--- src/hdl/fan_tach_pkg.sv ---
// Shared constants, types and decoding for the two-channel fan tachometer block.
// Assumes a single 100 MHz clock and a classic Wishbone slave with 32-bit data.
package fan_tach_pkg;

  // Clock figures.
  localparam int CLK_PERIOD_NS = 10;

  // Base period of one tachometer count tick before the divisor is applied.
  localparam int TACH_BASE_NS = 10000;
  localparam int TACH_BASE_CYCLES_INT = (TACH_BASE_NS + CLK_PERIOD_NS - 1) / CLK_PERIOD_NS;
  localparam logic [12:0] TACH_BASE_CYCLES = 13'(TACH_BASE_CYCLES_INT);

  // Register byte offsets.
  localparam logic [7:0] CTRL_OFFSET = 8'h00;
  localparam logic [7:0] FIRST_COUNT_OFFSET = 8'h04;
  localparam logic [7:0] SECOND_COUNT_OFFSET = 8'h08;

  // Control register field positions.
  localparam int FIRST_SPEED_SEL_BIT = 0;
  localparam int SECOND_SPEED_SEL_BIT = 1;
  localparam int FIRST_MULT_BIT = 2;
  localparam int SECOND_MULT_BIT = 3;
  localparam int FIRST_DIV_LSB = 4;
  localparam int SECOND_DIV_LSB = 6;

  // Reset values: both divisors select 2, no multiplier, counts cleared.
  localparam logic [7:0] CTRL_RESET = 8'h50;
  localparam logic [7:0] COUNT_RESET = 8'h00;
  localparam logic [7:0] COUNT_MAX = 8'hFF;

  // Divisor codes.
  typedef enum logic [1:0] {
    DIV_BY_1 = 2'b00,
    DIV_BY_2 = 2'b01,
    DIV_BY_4 = 2'b10,
    DIV_BY_8 = 2'b11
  } div_code_t;

  // Settings that one channel samples at the start of each fan pulse.
  typedef struct packed {
    div_code_t div_code;
    logic mult;
  } chan_cfg_t;

  // Clock cycles per count tick for a divisor code.
  function automatic logic [12:0] tick_cycles(input div_code_t code);
    logic [12:0] cyc;
    cyc = TACH_BASE_CYCLES;
    case (code)
      DIV_BY_1: tick_cycles = cyc;
      DIV_BY_2: tick_cycles = 13'(cyc << 1);
      DIV_BY_4: tick_cycles = 13'(cyc << 2);
      DIV_BY_8: tick_cycles = 13'(cyc << 3);
      default: tick_cycles = cyc;
    endcase
  endfunction

endpackage

--- src/hdl/fan_pulse_counter.sv ---
// One tachometer channel: counts ticks across one fan pulse and latches the result.
// Assumes i_tach is already synchronised to i_clk and i_rst_n is a released reset copy.
`timescale 1ns/1ps
module fan_pulse_counter (
  input wire logic i_clk,
  input wire logic i_rst_n,
  input wire logic i_tach,
  input wire fan_tach_pkg::chan_cfg_t i_cfg,
  output logic [7:0] o_count
);

  logic tach_prev_q;
  logic pulse_edge;
  fan_tach_pkg::chan_cfg_t cfg_q;
  logic [12:0] presc_q;
  logic [7:0] run_q;
  logic [7:0] latch_q;
  logic tick;
  logic [8:0] run_step;

  // A fan pulse runs from one rising tachometer edge to the next.
  assign pulse_edge = i_tach & ~tach_prev_q;
  assign tick = (presc_q == 13'(fan_tach_pkg::tick_cycles(cfg_q.div_code) - 13'h0001));
  // With the multiplier set each tick counts double, so the count saturates sooner.
  assign run_step = {1'b0, run_q} + (cfg_q.mult ? 9'h002 : 9'h001);

  // Edge detector on the synchronised input.
  always_ff @(posedge i_clk or negedge i_rst_n) begin
    if (!i_rst_n) begin
      tach_prev_q <= 1'b0;
    end else begin
      tach_prev_q <= i_tach;
    end
  end

  // Settings are taken only at a pulse boundary so a running measurement stays coherent.
  always_ff @(posedge i_clk or negedge i_rst_n) begin
    if (!i_rst_n) begin
      cfg_q <= fan_tach_pkg::chan_cfg_t'({fan_tach_pkg::DIV_BY_2, 1'b0});
    end else if (pulse_edge) begin
      cfg_q <= i_cfg;
    end
  end

  // Prescaler divides the clock into count ticks.
  always_ff @(posedge i_clk or negedge i_rst_n) begin
    if (!i_rst_n) begin
      presc_q <= 13'h0000;
    end else if (pulse_edge || tick) begin
      presc_q <= 13'h0000;
    end else begin
      presc_q <= presc_q + 13'h0001;
    end
  end

  // Running count saturates rather than wrapping, so a pulse too slow to count reads full scale; a stalled fan keeps its last count.
  always_ff @(posedge i_clk or negedge i_rst_n) begin
    if (!i_rst_n) begin
      run_q <= fan_tach_pkg::COUNT_RESET;
    end else if (pulse_edge) begin
      run_q <= fan_tach_pkg::COUNT_RESET;
    end else if (tick) begin
      run_q <= run_step[8] ? fan_tach_pkg::COUNT_MAX : run_step[7:0];
    end
  end

  // The final count of the pulse just ended is what software sees.
  always_ff @(posedge i_clk or negedge i_rst_n) begin
    if (!i_rst_n) begin
      latch_q <= fan_tach_pkg::COUNT_RESET;
    end else if (pulse_edge) begin
      latch_q <= run_q;
    end
  end

  assign o_count = latch_q;

endmodule

--- src/hdl/fan_tachometer_counter.sv ---
// Two-channel fan tachometer with a classic Wishbone register slave.
// Assumes one 100 MHz clock, asynchronous fan tachometer pins and a standby power-on reset.
`timescale 1ns/1ps
module fan_tachometer_counter (
  input wire logic i_clk,
  input wire logic i_nrst,
  input wire logic i_first_fan_channel,
  input wire logic i_second_fan_channel,
  input wire logic i_wb_cyc,
  input wire logic i_wb_stb,
  input wire logic i_wb_we,
  input wire logic [7:0] i_wb_adr,
  input wire logic [31:0] i_wb_dat,
  input wire logic [3:0] i_wb_sel,
  output logic [31:0] o_wb_dat,
  output logic o_wb_ack
);

  // Register map. Each 8-bit register sits in the low byte of its own 32-bit word.
  // Offset 0x00 is the control register, which software may read and write.
  // Control bits 1:0 are speed selects that are only stored and read back here.
  // Control bit 2 doubles the first channel's count and bit 3 the second channel's.
  // Control bits 5:4 and 7:6 are the first and second channel's count divisors.
  // Offsets 0x04 and 0x08 hold the two latched pulse counts and are read only.
  // Any other offset is acknowledged, reads as zero and drops writes.
  // A new setting only reaches a channel at its next pulse, so software should
  // wait two pulses after a change before it trusts a count again.
  // A request is taken at the first edge that sees cyc and stb while no answer is
  // pending; ack follows one cycle later for exactly one cycle, and read data stand
  // until the next request is taken.

  // Reset release synchroniser.
  logic rst_meta_q;
  logic rst_n_q;

  // Tachometer pin synchronisers, one pair of flops per channel.
  logic [1:0] tach_pin;
  logic [1:0] tach_meta_q;
  logic [1:0] tach_sync_q;

  // Control register and per-channel results.
  logic [7:0] ctrl_q;
  logic [7:0] ctrl_d;
  fan_tach_pkg::chan_cfg_t chan_cfg [2];
  logic [7:0] chan_count [2];

  // Bus decode.
  logic req;
  logic wr_ctrl;
  logic [7:0] rd_byte;
  logic ack_q;
  logic [31:0] dat_q;

  // Bus states: idle, or answering during the single ack cycle.
  typedef enum logic {
    BUS_IDLE,
    BUS_ACK
  } bus_state_t;
  bus_state_t bus_q;
  bus_state_t bus_d;

  // Register selected by a bus offset. Writes and reads share one decode so the
  // two can never disagree about which offset is which.
  typedef enum logic [1:0] {
    SEL_CTRL,
    SEL_FIRST,
    SEL_SECOND,
    SEL_NONE
  } reg_sel_t;
  reg_sel_t adr_sel;

  function automatic reg_sel_t reg_decode(input logic [7:0] adr);
    case (adr)
      fan_tach_pkg::CTRL_OFFSET: reg_decode = SEL_CTRL;
      fan_tach_pkg::FIRST_COUNT_OFFSET: reg_decode = SEL_FIRST;
      fan_tach_pkg::SECOND_COUNT_OFFSET: reg_decode = SEL_SECOND;
      default: reg_decode = SEL_NONE;
    endcase
  endfunction

  // The reset is asserted at once but released only after two clock edges, so
  // no flop leaves reset on a partial edge.
  always_ff @(posedge i_clk or negedge i_nrst) begin
    if (!i_nrst) begin
      rst_meta_q <= 1'b0;
      rst_n_q <= 1'b0;
    end else begin
      rst_meta_q <= 1'b1;
      rst_n_q <= rst_meta_q;
    end
  end

  assign tach_pin = {i_second_fan_channel, i_first_fan_channel};

  // The fan pins are asynchronous; only the second flop feeds the counters.
  always_ff @(posedge i_clk or negedge rst_n_q) begin
    if (!rst_n_q) begin
      tach_meta_q <= 2'b00;
      tach_sync_q <= 2'b00;
    end else begin
      tach_meta_q <= tach_pin;
      tach_sync_q <= tach_meta_q;
    end
  end

  // Channel settings drawn from the shared control register.
  assign chan_cfg[0] = fan_tach_pkg::chan_cfg_t'({
    ctrl_q[fan_tach_pkg::FIRST_DIV_LSB +: 2],
    ctrl_q[fan_tach_pkg::FIRST_MULT_BIT]});
  assign chan_cfg[1] = fan_tach_pkg::chan_cfg_t'({
    ctrl_q[fan_tach_pkg::SECOND_DIV_LSB +: 2],
    ctrl_q[fan_tach_pkg::SECOND_MULT_BIT]});

  // One measurement channel per fan.
  generate
    for (genvar ch = 0; ch < 2; ch++) begin : g_chan
      fan_pulse_counter u_counter (
        .i_clk(i_clk),
        .i_rst_n(rst_n_q),
        .i_tach(tach_sync_q[ch]),
        .i_cfg(chan_cfg[ch]),
        .o_count(chan_count[ch])
      );
    end
  endgenerate

  // A request is new only while no answer is pending, which keeps one ack per cycle.
  assign req = i_wb_cyc & i_wb_stb & (bus_q == BUS_IDLE);

  // Offset decode, shared by the write strobe and the read multiplexer.
  assign adr_sel = reg_decode(i_wb_adr);

  // Only the control register accepts writes, and only through byte lane 0. The write
  // lands at the edge where the master sees ack, so a cycle dropped before then leaves
  // the register alone.
  assign wr_ctrl = ack_q & i_wb_cyc & i_wb_stb & i_wb_we & i_wb_sel[0] &
    (adr_sel == SEL_CTRL);

  // Next control value; count offsets are absent here, so writes there are dropped.
  always_comb begin
    ctrl_d = ctrl_q;
    if (wr_ctrl) begin
      ctrl_d = i_wb_dat[7:0];
    end
  end

  // Control register, defaulting to divide by 2 on both channels.
  always_ff @(posedge i_clk or negedge rst_n_q) begin
    if (!rst_n_q) begin
      ctrl_q <= fan_tach_pkg::CTRL_RESET;
    end else begin
      ctrl_q <= ctrl_d;
    end
  end

  // Read multiplexer; unmapped offsets read zero but are still acknowledged.
  // Software that probes an unused offset therefore never stalls the bus.
  always_comb begin
    case (adr_sel)
      SEL_CTRL: rd_byte = ctrl_q;
      SEL_FIRST: rd_byte = chan_count[0];
      SEL_SECOND: rd_byte = chan_count[1];
      default: rd_byte = 8'h00;
    endcase
  end

  // Bus state: answer one cycle after the request, then drop ack for a cycle.
  always_comb begin
    case (bus_q)
      BUS_IDLE: bus_d = req ? BUS_ACK : BUS_IDLE;
      BUS_ACK: bus_d = BUS_IDLE;
      default: bus_d = BUS_IDLE;
    endcase
  end

  // Bus state register. Holding the answer state for one cycle keeps a request that
  // is still raised during ack from being taken a second time.
  always_ff @(posedge i_clk or negedge rst_n_q) begin
    if (!rst_n_q) begin
      bus_q <= BUS_IDLE;
    end else begin
      bus_q <= bus_d;
    end
  end

  // Ack is registered so the master sees it one edge after it raised the request.
  always_ff @(posedge i_clk or negedge rst_n_q) begin
    if (!rst_n_q) begin
      ack_q <= 1'b0;
    end else begin
      ack_q <= req;
    end
  end

  // Read data is captured with the request and held until the next request.
  // Narrow registers sit in the low byte; the upper bits always read zero.
  always_ff @(posedge i_clk or negedge rst_n_q) begin
    if (!rst_n_q) begin
      dat_q <= 32'h0000_0000;
    end else if (req) begin
      dat_q <= {24'h00_0000, rd_byte};
    end
  end

  assign o_wb_ack = ack_q;
  assign o_wb_dat = dat_q;

endmodule

--- config.mk ---
export PLATFORM = sky130hd
export DESIGN_NAME = fan_tachometer_counter
export DESIGN_NICKNAME = d
export VERILOG_FILES = /design/src/hdl/fan_tach_pkg.sv /design/src/hdl/fan_pulse_counter.sv /design/src/hdl/fan_tachometer_counter.sv
export SDC_FILE = /design/constraint.sdc
export NUM_CORES = 1
export LEC_CHECK = 0
export ABC_AREA = 1
export BUFFER_PORTS_ARGS = -buffer_cell sky130_fd_sc_hd__buf_4
export CAP_MARGIN = 30
export CORE_MARGIN = 1
export CORE_UTILIZATION = 49
export CTS_BUF_LIST = sky130_fd_sc_hd__clkbuf_8
export CTS_CLUSTER_SIZE = 40
export DETAILED_ROUTE_END_ITERATION = 12
export PLACE_DENSITY = 0.71
export REMOVE_ABC_BUFFERS = 1
export SLEW_MARGIN = 25
export SYNTH_ARGS = -nofsm -noshare
export SYNTH_HDL_FRONTEND = slang
export SYNTH_SLANG_ARGS = --single-unit
export TNS_END_PERCENT = 1
--- constraint.sdc ---
create_clock -name i_clk -period 3.45 [get_ports i_clk]
set_clock_uncertainty 0.05 [all_clocks]
set_input_delay 1.035 -clock i_clk [delete_from_list [all_inputs] [get_ports i_clk]]
set_output_delay 1.035 -clock i_clk [all_outputs]
set_load 0.005 [all_outputs]
==> run_results.csv <==
group,metric,value,unit
status,status,"finished, final reports clean",
min_path,worstHoldPathType,"flop to asynchronous set/reset pin",
clock_tree,postCtsHoldBufs,0,
floorplanning,core,9420,sq um
sta,slew_headroom,0.575,
run,maxCapViolations,0,
sta,worst_hold_slack,0.193,ns
floorplanning,initial_core_util,0.514,
sta,slew_violations,0,
synth,syn_inst,630,
routing,drtIter0Drc,157,
cells_and_area,syn2layout_area_growth,9.95,%
critical_path,critical_path_required,3.64,ns
synth,synth.avg_cell_area,7.68,sq um
critical_path,endpoint_kind,"flop",
sta,rsz0062_at_grt,"false",
global_route,antenna_found_initial,0,
clock_tree,clkLatencyLatePin,0.37,ns
critical_path,worstPathCellList,"buf_4, nor2_1, nand3_1, nor2_2, nand2_2, nor2_1, a21oi_1",
cells_and_area,num-fill-cells,881,
synth,synth_top_cell_area_share,0.440,
clock_tree,clock_sinks,89,
critical_path,crit_fanout,16,
floorplanning,ios,84,
global_route,grt_pass1_vias,3818,
sta,setup_viol,0,
clock_tree,ctsHtreeMaxLevel,3,
synth,synthTopCellsByCount,"nand2_1 (197), dfrtp_1 (85), nand3_1 (83)",
clock_tree,post_cts_buffers,0,
critical_path,r2r_slack,1.32,ns
placed_design,io_buffers,32,
routing,drt-pass1-iter-count,5,
clock_tree,cts_made_buffers,9,
sta,fmax,0.459,GHz
critical_path,r2r_cells,9,
synth,synth_area_leaders,"dfrtp_1 (44%), nand2_1 (15%), nand3_1 (8.6%), inv_1 (5.4%), nor2_1 (4.7%)",
synth,synth_area,4840,sq um
cells_and_area,fin_nets,728,
synth,async_reset_ff_frac,1.00,
critical_path,arrival,2.37,ns
critical_path,path_class,"primary input to flop",
power,leakagePower,2.75,nW
cells_and_area,diodes,0,
synth,ys_ff_latch,89,
placed_design,dpl_cell_area,5120,sq um
synth,yosys.area.top_type,"dfrtp_1",
synth,yosysMostFrequentCell,"nand2_1",
clock_tree,ctsRootBufferMaster,"clkbuf_8",
clock_tree,clkTransAtPathRegs,0.09,ns
global_route,grt_pass1_wl,16.9,mm
synth,synth_ff_type,"dfrtp_1",
sta,fin_crit_sh,0.632,
sta,period_minus_slack,2.18,ns
critical_path,crit_top_cell,"nor2_1",
floorplanning,dieArea,10300,sq um
sta,tightest_slew,0.636,ns
synth,synth_warnings,0,
floorplanning,chipHeight,101,um
critical_path,slowest_delay,0.52,ns
global_route,track_usage,0.209,
clock_tree,cts_resized,0,
power,vdd_drop_max,0.000266,V
critical_path,cp-start-kind,"primary input",
clock_tree,cts_tree,"done",
sta,tns,0,ns
synth,synth-seq-area-share,0.461,
global_route,grt_max_degree,39,
cells_and_area,final_area,5320,sq um
synth,synth_cell_types,27,
routing,vias_per_cell,4.93,
floorplanning,fp.dieW,101,um
routing,drtAntennaViolNets,0,
global_route,grt_overflow,0,
cells_and_area,drive_gt1_frac,0.122,
routing,drc_errors,0,
routing,vias,3943,
sta,hold_viol,0,
critical_path,crit_path_top_delay_cell,"nor2_2",
clock_tree,cts_buffer_depth,2,
placed_design,place.gp.congestion,0.858,
cells_and_area,final_util,0.565,
routing,drt-total-wl,9.52,mm
floorplanning,rows,35,
power,p_per_area,412,nW/um^2
synth,synth_edf_count,0,
placed_design,dp.final_hpwl,7.04,mm
routing,wl_per_cell,11.9,um
==> metal layers <==
metal / vias to the layer above / global-route usage / share of wire
met5: - / 0 / 0
met4: 0 / 0.0881 / 0.016
met3: 17 / 0.0338 / 0.040
met2: 98 / 0.350 / 0.47
met1: 1848 / 0.271 / 0.47
li1: 1980 / - / -
==> registers in the layout, summed over array words and instances (netlist names), 2 cells and up <==
name and count:
g_chan.u_counter.presc_q 26, g_chan.u_counter.o_count 16, g_chan.u_counter.run_q 16, ctrl_q 8
o_wb_dat 8, g_chan.u_counter.cfg_q 6, g_chan.u_counter.tach_prev_q 2, tach_meta_q 2
tach_sync_q 2
==> through the flow <==
step | setup WS, ns | total power, W | instances
floorplan | 0.744 | 0.00138 | 617
global placement | 0.952 | 0.00146 | 783
detailed placement | 0.887 | 0.00147 | 783
CTS | 1.27 | 0.00221 | 799
global route | 1.11 | 0.00230 | 799
finish | 1.27 | 0.00219 | 799
==> final cells by class <==
class / instances / area (sq um) / share of cell area
clock inverters: 6 / 65.1 / 0.0122
clock buffers: 10 / 138 / 0.0259
repair buffers: 37 / 278 / 0.0522
inverters: 75 / 282 / 0.0529
well taps: 129 / 161 / 0.0303
multi-input cells: 453 / 2160 / 0.406
flip-flops and latches: 89 / 2240 / 0.420
==> power breakdown <==
group	internal (W)	total (W)	switching, W	leakage (nW)
clock network	0.000357	0.000746	0.000389	0.103
registers	0.00111	0.00118	0.0000676	1.18
logic	0.000106	0.000266	0.000160	1.46
total	0.00158	0.00219	0.000616	2.75
==> cell families after synthesis <==
| kind of cell | synth area share |
|---|---|
| mux | 0.00233 |
| xor+xnor | 0.0326 |
| other cells | 0.00155 |
| fa+ha+maj | 0.0341 |
| buf+inv | 0.110 |
| flops | 0.461 |
| compound gates | 0.0331 |
| simple gates | 0.325 |
==> layout by cell type (no fill, tap or decap) <==
cell type | synthesis | final
nand2_1 | 197 | 197
nor3_2 | 2 | 2
clkbuf_8 | 0 | 10
buf_4 | 26 | 37
o21ai_1 | 4 | 4
nand2_2 | 3 | 3
mux2_2 | 1 | 1
fa_1 | 2 | 2
xor2_1 | 15 | 15
bufinv_16 | 0 | 1
ha_1 | 10 | 10
nor2_4 | 2 | 2
nor2_2 | 9 | 9
nand3_1 | 83 | 83
dfrtp_1 | 85 | 84
nor2_1 | 61 | 61
inv_6 | 0 | 2
conb_1 | 2 | 25
inv_2 | 5 | 5
clkinv_2 | 0 | 2
xnor2_1 | 3 | 3
nand3_4 | 2 | 2
a21oi_1 | 8 | 8
dfrtp_4 | 0 | 1
dfstp_2 | 4 | 4
inv_1 | 70 | 70
nand4_1 | 6 | 6
o21ai_0 | 20 | 20
clkinvlp_4 | 0 | 1
==> path summary, 6_finish.rpt <==
check,start,to
setup / recovery,i_wb_adr[1],ctrl_q[7]
hold / removal,rst_n_q,g_chan[1].u_counter.run_q[0]
min in group i_clk,tach_meta_q[1],tach_sync_q[1]
hold reg to reg,rst_n_q,g_chan[1].u_counter.run_q[0]
max in group asynchronous,rst_n_q,g_chan[0].u_counter.cfg_q[1]
setup reg to reg,g_chan[1].u_counter.cfg_q[0],g_chan[1].u_counter.run_q[7]
==> critical path: cells and delay by family <==
kind,cells,cell delay (ns)
AOI/OAI and AO/OA,1,0.05
buffers and inverters,1,0.11
and+or+nand+nor,5,1.17
Power figures use the tool's default switching activity.
